[config.mk]
export PLATFORM = sky130hd
export DESIGN_NAME = modbus_serial_char_codec
export DESIGN_NICKNAME = d
export VERILOG_FILES = /design/src/modbus_char_pkg.sv /design/src/modbus_serial_char_codec.sv
export VERILOG_INCLUDE_DIRS = /design/src /design/src/src
export SDC_FILE = /design/constraint.sdc
export NUM_CORES = 1
export LEC_CHECK = 0
export BUFFER_PORTS_ARGS = -buffer_cell sky130_fd_sc_hd__buf_2
export CORE_UTILIZATION = 55
export DETAILED_ROUTE_END_ITERATION = 10
export GPL_TIMING_DRIVEN = 0
export PLACE_DENSITY = 0.75
export SETUP_SLACK_MARGIN = 0.4
export SKIP_LAST_GASP = 1
export SYNTH_ARGS = -nofsm -noshare
export SYNTH_HDL_FRONTEND = slang
export SYNTH_SLANG_ARGS = --single-unit
[constraint.sdc]
create_clock -name sys_clk -period 4.6 [get_ports sys_clk]
set_clock_uncertainty 0.2 [all_clocks]
set_input_delay 0.69 -clock sys_clk [delete_from_list [all_inputs] [get_ports sys_clk]]
set_output_delay 0.69 -clock sys_clk [all_outputs]
set_load 0.03 [all_outputs]
[src/modbus_char_defines.svh]
`ifndef MODBUS_CHAR_DEFINES_SVH
`define MODBUS_CHAR_DEFINES_SVH
`define CLK_HZ 25000000
`define RATE_4800 4800
`define RATE_9600 9600
`define RATE_19200 19200
`define DIV_4800 (`CLK_HZ / `RATE_4800)
`define DIV_9600 (`CLK_HZ / `RATE_9600)
`define DIV_19200 (`CLK_HZ / `RATE_19200)
`define REG_CTRL 12'h000
`define REG_STATUS 12'h004
`define REG_TXDATA 12'h008
`define REG_RXDATA 12'h00C
`define REG_IRQ_STAT 12'h010
`define REG_IRQ_MASK 12'h014
`define CTRL_RATE_LSB 0
`define CTRL_FMT_LSB 4
`define CTRL_PROTO_BIT 8
`define CTRL_ADDR_LSB 16
`define CTRL_RESET 32'h0001_0161
`define IRQ_TX_DONE 0
`define IRQ_RX_DONE 1
`define IRQ_FRAME_ERR 2
`define IRQ_PARITY_ERR 3
`define IRQ_HEX_ERR 4
`define ADDR_MIN 8'h01
`define ADDR_MAX 8'h0_FE
`endif

[src/modbus_char_pkg.sv]
package modbus_char_pkg;
   typedef enum logic [3:0] {
      LN_IDLE = 4'b0001,
      LN_BITS = 4'b0010,
      LN_STOP = 4'b0100,
      LN_GAP = 4'b1000
   } line_e;
   typedef enum logic [1:0] {
      PAR_NONE = 2'b00,
      PAR_EVEN = 2'b01,
      PAR_ODD = 2'b10
   } parity_e;
endpackage

[src/modbus_serial_char_codec.sv]
`timescale 1ns/1ps
`include "modbus_char_defines.svh"
// Notes on behaviour
// - Rate code 0/1/2 selects 4800, 9600 or 19200 bit/s.
// - Formats 0-2: ASCII, 7 data bits, N2 / E1 / O1.
// - Formats 3-5: ASCII, 8 data bits, N2 / E1 / O1.
// - Formats 6-8: RTU, 8 data bits, N2 / E1 / O1.
// - ASCII sends each byte as two characters, high nibble first.
// - Nibbles 0-9 map to codes 30h-39h and back.
// - Nibbles 10-15 map to codes 41h-46h and back.
// - RTU sends each byte as one raw 8-bit value.
// - Seven-bit formats use a ten-bit character.
// - Eight-bit formats use an eleven-bit character.
// - Station addresses run 1 to 254 only.
module modbus_serial_char_codec (
   input wire logic sys_clk,
   input wire logic nrst,
   input wire logic [11:0] s_axi_awaddr,
   input wire logic s_axi_awvalid,
   output logic s_axi_awready,
   input wire logic [31:0] s_axi_wdata,
   input wire logic [3:0] s_axi_wstrb,
   input wire logic s_axi_wvalid,
   output logic s_axi_wready,
   output logic [1:0] s_axi_bresp,
   output logic s_axi_bvalid,
   input wire logic s_axi_bready,
   input wire logic [11:0] s_axi_araddr,
   input wire logic s_axi_arvalid,
   output logic s_axi_arready,
   output logic [31:0] s_axi_rdata,
   output logic [1:0] s_axi_rresp,
   output logic s_axi_rvalid,
   input wire logic s_axi_rready,
   input wire logic line_rx,
   output logic line_tx,
   output logic line_tx_oe,
   output logic irq
);
   typedef struct packed {
      logic [31:0] ctrl;
      logic [4:0] ist;
      logic [4:0] imask;
      logic aw_got;
      logic w_got;
      logic [11:0] awaddr;
      logic [31:0] wdata;
      logic bvalid;
      logic [1:0] bresp;
      logic rvalid;
      logic [31:0] rdata;
      logic [1:0] rresp;
      logic tx_busy;
      logic [7:0] tx_byte;
      logic tx_second;
      modbus_char_pkg::line_e tst;
      logic [15:0] tcnt;
      logic [3:0] tbit;
      logic [10:0] tsh;
      logic tx;
      logic txoe;
      modbus_char_pkg::line_e rst_;
      logic [15:0] rcnt;
      logic [3:0] rbit;
      logic [10:0] rsh;
      logic rx_half;
      logic [3:0] rx_hi;
      logic [7:0] rx_byte;
      logic rx_full;
   } state_s;

   state_s q, d;

   function automatic logic [7:0] nib_to_char(input logic [3:0] n);
      nib_to_char = (n < 4'h0_A) ? 8'h30 + {4'h0, n} :
                    8'h37 + {4'h0, n};
   endfunction

   function automatic logic [4:0] char_to_nib(input logic [7:0] c);
      // Bit 4 flags a character outside 0-9, A-F
      if (c >= 8'h30 && c <= 8'h39) begin
         char_to_nib = {1'b0, c[3:0]};
      end else if (c >= 8'h41 && c <= 8'h46) begin
         char_to_nib = {1'b0, c[3:0] + 4'h9};
      end else begin
         char_to_nib = 5'h1_0;
      end
   endfunction

   // Format decode: data bits, parity, ASCII
   logic [3:0] fmt;
   logic seven;
   logic ascii;
   modbus_char_pkg::parity_e par;
   logic modbus;
   logic [15:0] bit_div;
   logic [3:0] nbits;
   logic [7:0] addr;
   always_comb begin
      fmt = q.ctrl[`CTRL_FMT_LSB +: 4];
      seven = (fmt <= 4'h2);
      modbus = q.ctrl[`CTRL_PROTO_BIT];
      ascii = modbus && (fmt <= 4'h5);
      unique case (fmt)
         4'h1, 4'h4, 4'h7: par = modbus_char_pkg::PAR_EVEN;
         4'h2, 4'h5, 4'h8: par = modbus_char_pkg::PAR_ODD;
         default: par = modbus_char_pkg::PAR_NONE;
      endcase
      unique case (q.ctrl[`CTRL_RATE_LSB +: 2])
         2'h0: bit_div = 16'(`DIV_4800);
         2'h1: bit_div = 16'(`DIV_9600);
         default: bit_div = 16'(`DIV_19200);
      endcase
      // Start + data + (parity,stop | stop,stop): 10 or 11 bits
      nbits = seven ? 4'd10 : 4'd11;
      addr = q.ctrl[`CTRL_ADDR_LSB +: 8];
   end

   logic wr_fire;
   logic rd_fire;
   logic [4:0] ev;
   logic [10:0] frame;
   logic [7:0] tx_char;
   logic pbit;
   logic [7:0] rx_char;
   logic rx_pbit;
   logic rx_stop;
   logic [4:0] dec;

   always_comb begin
      d = q;
      ev = 5'h0_0;
      s_axi_awready = !q.aw_got && !q.bvalid;
      s_axi_wready = !q.w_got && !q.bvalid;
      s_axi_arready = !q.rvalid;
      if (s_axi_awvalid && s_axi_awready) begin
         d.aw_got = 1'b1;
         d.awaddr = s_axi_awaddr;
      end
      if (s_axi_wvalid && s_axi_wready) begin
         d.w_got = 1'b1;
         d.wdata = s_axi_wdata;
      end
      wr_fire = q.aw_got && q.w_got;
      if (wr_fire) begin
         d.aw_got = 1'b0;
         d.w_got = 1'b0;
         d.bvalid = 1'b1;
         d.bresp = 2'b00;
         unique case (q.awaddr)
            `REG_CTRL: begin
               d.ctrl = q.wdata;
               // Out-of-range address is refused and keeps its old value; the other fields are still written
               if (q.wdata[`CTRL_ADDR_LSB +: 8] < `ADDR_MIN ||
                   q.wdata[`CTRL_ADDR_LSB +: 8] > `ADDR_MAX) begin
                  d.ctrl[`CTRL_ADDR_LSB +: 8] = addr;
                  d.bresp = 2'b10;
               end
            end
            `REG_TXDATA: begin
               if (q.tx_busy) begin
                  d.bresp = 2'b10;
               end else begin
                  d.tx_busy = 1'b1;
                  d.tx_byte = q.wdata[7:0];
                  d.tx_second = 1'b0;
               end
            end
            `REG_IRQ_STAT: d.ist = q.ist & ~q.wdata[4:0];
            `REG_IRQ_MASK: d.imask = q.wdata[4:0];
            `REG_STATUS, `REG_RXDATA: ;
            default: d.bresp = 2'b10;
         endcase
      end
      if (q.bvalid && s_axi_bready) begin
         d.bvalid = 1'b0;
      end
      rd_fire = s_axi_arvalid && s_axi_arready;
      if (rd_fire) begin
         d.rvalid = 1'b1;
         d.rresp = 2'b00;
         unique case (s_axi_araddr)
            `REG_CTRL: d.rdata = q.ctrl;
            `REG_STATUS: d.rdata = {29'h0, q.rx_half, q.rx_full, q.tx_busy};
            `REG_RXDATA: begin
               d.rdata = {24'h0, q.rx_byte};
               d.rx_full = 1'b0;
            end
            `REG_IRQ_STAT: d.rdata = {27'h0, q.ist};
            `REG_IRQ_MASK: d.rdata = {27'h0, q.imask};
            `REG_TXDATA: d.rdata = 32'h0000_0000;
            default: begin
               d.rdata = 32'h0000_0000;
               d.rresp = 2'b10;
            end
         endcase
      end
      if (q.rvalid && s_axi_rready) begin
         d.rvalid = 1'b0;
      end

      // Transmit: character to send this round
      if (ascii) begin
         tx_char = nib_to_char(q.tx_second ? q.tx_byte[3:0] :
                               q.tx_byte[7:4]);
      end else begin
         tx_char = q.tx_byte;
      end
      pbit = seven ? ^tx_char[6:0] : ^tx_char;
      if (par == modbus_char_pkg::PAR_ODD) begin
         pbit = !pbit;
      end
      if (seven) begin
         frame = {1'b1, 1'b1, (par == modbus_char_pkg::PAR_NONE) ? 1'b1 : pbit,
                  tx_char[6:0], 1'b0};
      end else begin
         frame = {1'b1, (par == modbus_char_pkg::PAR_NONE) ? 1'b1 : pbit,
                  tx_char, 1'b0};
      end
      unique case (q.tst)
         modbus_char_pkg::LN_IDLE: begin
            d.tx = 1'b1;
            if (q.tx_busy) begin
               d.tsh = frame;
               d.tbit = 4'h0;
               d.tcnt = 16'h0;
               d.txoe = 1'b1;
               d.tx = frame[0];
               d.tst = modbus_char_pkg::LN_BITS;
            end
         end
         modbus_char_pkg::LN_BITS: begin
            d.tcnt = q.tcnt + 16'h1;
            if (q.tcnt == bit_div - 16'h1) begin
               d.tcnt = 16'h0;
               d.tbit = q.tbit + 4'h1;
               d.tsh = {1'b1, q.tsh[10:1]};
               d.tx = q.tsh[1];
               if (q.tbit == nbits - 4'h1) begin
                  d.tx = 1'b1;
                  d.tst = modbus_char_pkg::LN_IDLE;
                  if (ascii && !q.tx_second) begin
                     d.tx_second = 1'b1;
                  end else begin
                     d.tx_busy = 1'b0;
                     d.txoe = 1'b0;
                     ev[`IRQ_TX_DONE] = 1'b1;
                  end
               end
            end
         end
         default: d.tst = modbus_char_pkg::LN_IDLE;
      endcase

      // Receive: sample mid-bit
      rx_char = seven ? {1'b0, q.rsh[7:1]} : q.rsh[8:1];
      rx_pbit = seven ? q.rsh[8] : q.rsh[9];
      rx_stop = q.rsh[nbits - 4'h1];
      dec = char_to_nib(rx_char);
      unique case (q.rst_)
         modbus_char_pkg::LN_IDLE: begin
            if (!line_rx && !q.txoe) begin
               d.rcnt = 16'h0;
               d.rbit = 4'h0;
               d.rst_ = modbus_char_pkg::LN_BITS;
            end
         end
         modbus_char_pkg::LN_BITS: begin
            d.rcnt = q.rcnt + 16'h1;
            if (q.rcnt == ((q.rbit == 4'h0) ? (bit_div >> 1) :
                           bit_div - 16'h1)) begin
               d.rcnt = 16'h0;
               d.rbit = q.rbit + 4'h1;
               d.rsh[q.rbit] = line_rx;
               if (q.rbit == 4'h0 && line_rx) begin
                  d.rst_ = modbus_char_pkg::LN_IDLE;
               end else if (q.rbit == nbits - 4'h1) begin
                  d.rst_ = modbus_char_pkg::LN_STOP;
               end
            end
         end
         modbus_char_pkg::LN_STOP: begin
            d.rst_ = modbus_char_pkg::LN_IDLE;
            if (!rx_stop || (par == modbus_char_pkg::PAR_NONE &&
                !q.rsh[nbits - 4'h2])) begin
               ev[`IRQ_FRAME_ERR] = 1'b1;
            end
            if (par != modbus_char_pkg::PAR_NONE &&
                ((seven ? ^rx_char[6:0] : ^rx_char) ^ rx_pbit ^
                 (par == modbus_char_pkg::PAR_ODD))) begin
               ev[`IRQ_PARITY_ERR] = 1'b1;
            end
            if (ascii) begin
               if (dec[4]) begin
                  ev[`IRQ_HEX_ERR] = 1'b1;
                  d.rx_half = 1'b0;
               end else if (!q.rx_half) begin
                  d.rx_hi = dec[3:0];
                  d.rx_half = 1'b1;
               end else begin
                  d.rx_byte = {q.rx_hi, dec[3:0]};
                  d.rx_half = 1'b0;
                  d.rx_full = 1'b1;
                  ev[`IRQ_RX_DONE] = 1'b1;
               end
            end else begin
               d.rx_byte = rx_char;
               d.rx_full = 1'b1;
               ev[`IRQ_RX_DONE] = 1'b1;
            end
         end
         default: d.rst_ = modbus_char_pkg::LN_IDLE;
      endcase
      d.ist = d.ist | ev;
   end

   always_ff @(posedge sys_clk or negedge nrst) begin
      if (!nrst) begin
         q <= '0;
         q.ctrl <= `CTRL_RESET;
         q.tst <= modbus_char_pkg::LN_IDLE;
         q.rst_ <= modbus_char_pkg::LN_IDLE;
         q.tx <= 1'b1;
      end else begin
         q <= d;
      end
   end

   assign s_axi_bvalid = q.bvalid;
   assign s_axi_bresp = q.bresp;
   assign s_axi_rvalid = q.rvalid;
   assign s_axi_rdata = q.rdata;
   assign s_axi_rresp = q.rresp;
   assign line_tx = q.tx;
   assign line_tx_oe = q.txoe;
   assign irq = |(q.ist & q.imask);
endmodule // modbus_serial_char_codec

Yosys cells after proc, flatten, opt, wreduce, memory -nomap -nowiden
Index checks and enable logic that the tools add are counted.

Bitwise logic cells: 10. Add/subtract/negate cells: 10. Order comparisons: 13. Equality and inequality tests: 36. Muxes and demuxes: 79. Reduce and logical (&&, ||, !) cells: 66.

Operators by type and width (number): $pmux W32 S5 (1); $mux W35 (2); $pmux W33 S2 (1); $eq A12 B4 Y1 const B (4); $eq A12 B5 Y1 const B (4); $pmux W20 S2 (1); $mux W38 (1); $mux W37 (1); $mux W1 (36); $mux W9 (4); $add A16 B1 Y16 const B (2); $eq A16 B16 Y1 (2); $mux W10 (3); $pmux W13 S2 (1); $mux W5 (5); $eq A12 B3 Y1 const B (2); $logic_not A12 Y1 (2); $mux W24 (1); $reduce_and A3 Y1 (7); $logic_and A1 B1 Y1 (17); $eq A4 B3 Y1 const B (4); $mux W16 (1); $mux W4 (4); $mux W8 (2); other kinds (54) (106).

Output and inout bits: 44. Input port bits: 68. Bits in registers: 222. Word-level logic and storage cells: 244.

Longest topological paths before layout
Depth in word-level cells: 12. Depth in mapped cells: 13. Gate-level depth less buffers: 11.

Worst setup path before layout
OpenSTA, ideal clock, no wires.

Path kind: flip-flop to flip-flop. From: register q[25] (netlist name). To: register q[22] (netlist name). Period minus slack after synthesis: 2.924 ns. Slack: 1.676 ns. Arrival time: 2.599 ns. Cell stages (with the launch flop): 14. Cell sequence: dfrtp_1 > inv_1 > ha_1 > nor3b_2 > buf_6 > mux2i_1 > a211o_1 > o2111ai_1 > a2111oi_4 > and2b_1 > buf_6 > buf_12 > nand3_1 > mux2_4.

Word-level cells in the longest chain between the ends: 5. Elaborated cells between the ends (all ways): 10.

RTL lines: start, declared (line modbus_serial_char_codec.sv:72) `state_s q, d;`; $lt A4 B5 Y1 (implied by the code) or $ge A4 B1 Y1 (tied branches) (line modbus_serial_char_codec.sv:274) `d.rsh[q.rbit] = line_rx;`; $logic_and A1 B1 Y1 (implied by the code) (line modbus_serial_char_codec.sv:274); $mux W1 (implied by the code) (line modbus_serial_char_codec.sv:274); $demux W1 S4 (line modbus_serial_char_codec.sv:274); $bwmux W11 (line modbus_serial_char_codec.sv:274).

Several ways; a longest one is shown, not always the timed one. A chain may end at the register's enable or synchronous reset.

==> results.md <==
* Nets at 1,297
* Final HPWL DP at 17,700 um
* Vias in the first global route at 8,296
* Die X at 143 um
* HP Class: in2async
* Syn Area/Cell at 10.2 um2
* Vias per cell at 5.62
* Antenna violations before repair at 0
* Layout cell share with drive strength beyond 1 at 0.249
* # diodes at 0
* Post-route ant nets at 0
* Max IR drop VDD at 0.000349 V
* Iter 0 DRT Violations at 644
* Clock power frac at 0.369
* Post-CTS Repair Setup Buffers at 0
* Startpoint types: register
* CTS resizes at 0
* Switching pwr at 0.00133 W
* Pre-antenna DRT Iters at 5
* Yosys top cell by area: dfrtp_1
* Register area at 5390 um2
* Logic pwr share at 0.146
* Pwr Density at 388 nW/um2
* Root Driver: clkbuf_16
* Leakage power at 5.77 nW
* CP Class: reg2reg
* Cells after synthesis at 1,076
* Distinct cells, synth at 76
* Area fraction of the dominant cell type after synthesis at 0.473
* Num CTS Buffers at 24
* Routed vias at 8,388
* RSZ-0062 raised after global routing: no
* Yosys reg bits at 215
* Top cells by count, synth: 207 x dfrtp_1, 156 x nand2_1, 91 x mux2_2, 91 x o21ai_0, 61 x nor2_1
* Number of remaining DRC errors at 0
* Port bufs at 104
* Seq pwr share at 0.485
* Internal cell power at 0.00356 W
* Maximum fanout along the worst path at 10
* Clock-pin slew on the worst setup and hold paths at 0.06 ns
* Area of the multi-input gates at 4970 um2
* Hold Fails Final Rpt at 0
* Synth warn at 0
* Critical path required time at 4.79 ns
* Global route overflow at 0
* Ports at 112
* Top_reg_cell synth: dfrtp_1
* Largest net degree at the start of global routing at 120
* Top-count cell post-synth: dfrtp_1
* Max clock buf depth at 3
* Slew Viols, Final at 0
* Synth Cell Area at 11,000 um2
* R2R setup slack at 1.20 ns
* Initial Util at 0.563
* Final setup fails at 0
* Gpl congestion at 0.886
* Least-Margin Pin Slew at 1.32 ns
* Layout fillers at 1,552
* Routed wire length at 24,800 um
* Worst rel slew slack at 0.110
* Max_cap viols at 0
* Number of synthesized flops with an enable pin at 0
* Sw Share at 0.272
* Final worst path period need at 3.40 ns
* Register area share after synthesis at 0.492
* First-pass GRT wire length at 41,300 um
* Status: complete, no violations
* Die height at 143 um
* Critical path arrival at 3.60 ns
* Die area at 20,500 um2
* Hold WS at 0.000698 ns
* Post-synth ARST share at 1.00
* CTS Hold Buffers Added at 0
* Period utilization at 0.740
* Final Util at 0.647
* H-tree depth at 1
* Area contributors post-synth: dfrtp_1 47%, mux2_2 9.4%, nand2_1 5.3%, o21ai_0 4.2%, buf_4 2.5%
* FMAX at 294 MHz
* Syn-to-layout area delta at 15.0%
* Crit end category: register
* Clk Latency, worst-skew pair at 0.51 ns
* Site Rows at 51
* Drt wl/cell at 16.6 um
* CTS tree: built
* Core area at 19,500 um2
* Clk sinks at 215
* GRT Total Usage at 0.253
## cell families after synthesis
group,count (synthesis),share of synthesized area
other,1,0.000342
buffers and inverters,110,0.0552
flip-flops,215,0.492
AND/OR/NAND/NOR,367,0.161
adder cells (fa/ha/maj),20,0.0229
XOR/XNOR,40,0.0327
AO/OA/AOI/OAI,210,0.120
multiplexers,113,0.116
## cell usage in the layout (no fill, tap or decap), types with 10 or more instances in the layout
master,n
ha_1,20
mux2_2,91
and3_1,15
nand2_1,156
buf_2,111
a21oi_1,33
clkbuf_16,25
xor2_1,18
nor2_1,61
xnor2_1,21
nor3_1,21
nor3b_1,13
a22oi_1,11
o21ai_0,91
buf_4,37
dfrtp_1,207
nor2b_1,10
a21o_1,12
inv_1,27
nand3_1,31
clkbuf_1,44
mux2i_1,16
## stage by stage
step / TNS (ns) / worst slack (ns) / cells / total power [W] / area, um2
floorplan: 0 / 1.68 / 1077 / 0.00283 / 11000
finish: 0 / 1.20 / 1492 / 0.00489 / 12600
global placement: -208.63 / -1.03 / 1446 / 0.00308 / 11800
detailed placement: 0 / 1.25 / 1448 / 0.00311 / 11900
global route: 0 / 0.937 / 1492 / 0.00510 / 12600
CTS: 0 / 1.20 / 1492 / 0.00492 / 12600
## worst max-delay path, stage by stage, from the launching register on
cell,delay (ns)
dfrtp_1,0.34
clkbuf_1,0.38
a211o_1,0.38
nand2_1,0.16
ha_1,0.31
xnor2_1,0.15
mux2i_1,0.10
xnor2_1,0.31
nor2_1,0.09
mux2_2,0.27
o21ai_0,0.19
o22ai_1,0.14
a22o_1,0.26
## power by group through the flow
stage | clock network, W | logic (W) | registers, W
final | 0.00181 | 0.000713 | 0.00237
after global routing | 0.00191 | 0.000786 | 0.00240
after CTS | 0.00183 | 0.000722 | 0.00237
after detailed placement | 0 | 0.000716 | 0.00240
after global placement | 0 | 0.000690 | 0.00239
after floorplan | 0 | 0.000502 | 0.00233
## area by class of cell
cell class	instances	share of cell area
plain buffers	83	0.0399
clock buffers	41	0.0576
clock inverters	3	0.00119
inverters	27	0.00804
multi-input cells	752	0.394
flip-flops and latches	215	0.428
well taps	265	0.0263
repair buffers	106	0.0449
## sequential cells by signal, summed over array words and instances, names as in the netlist
name and flops:
q 164, addr 8, fmt 4, s_axi_rdata 32, line_tx 1, s_axi_bresp 1, modbus 1, s_axi_rresp 1
s_axi_bvalid 1, s_axi_rvalid 1, line_tx_oe 1
## worst paths after layout
kind	start	end	cells past startpoint
max in group asynchronous	nrst	q[92]	2
hold / removal	nrst	q[79]	1
setup / recovery	fmt[3]	q[188]	12
setup reg to reg	fmt[3]	q[188]	12
min in group sys_clk	s_axi_bready	s_axi_bvalid	2
hold reg to reg	q[53]	q[53]	2
## routing by layer
metal  up-vias  track usage  part of all wire
met5         -            0                 0
met4         0       0.0707             0.024
met3        49       0.0459             0.056
met2       228        0.402              0.46
met1      4097        0.355              0.46
li1       4014            -                 -
No activity file was read; power rests on OpenSTA's default activity.
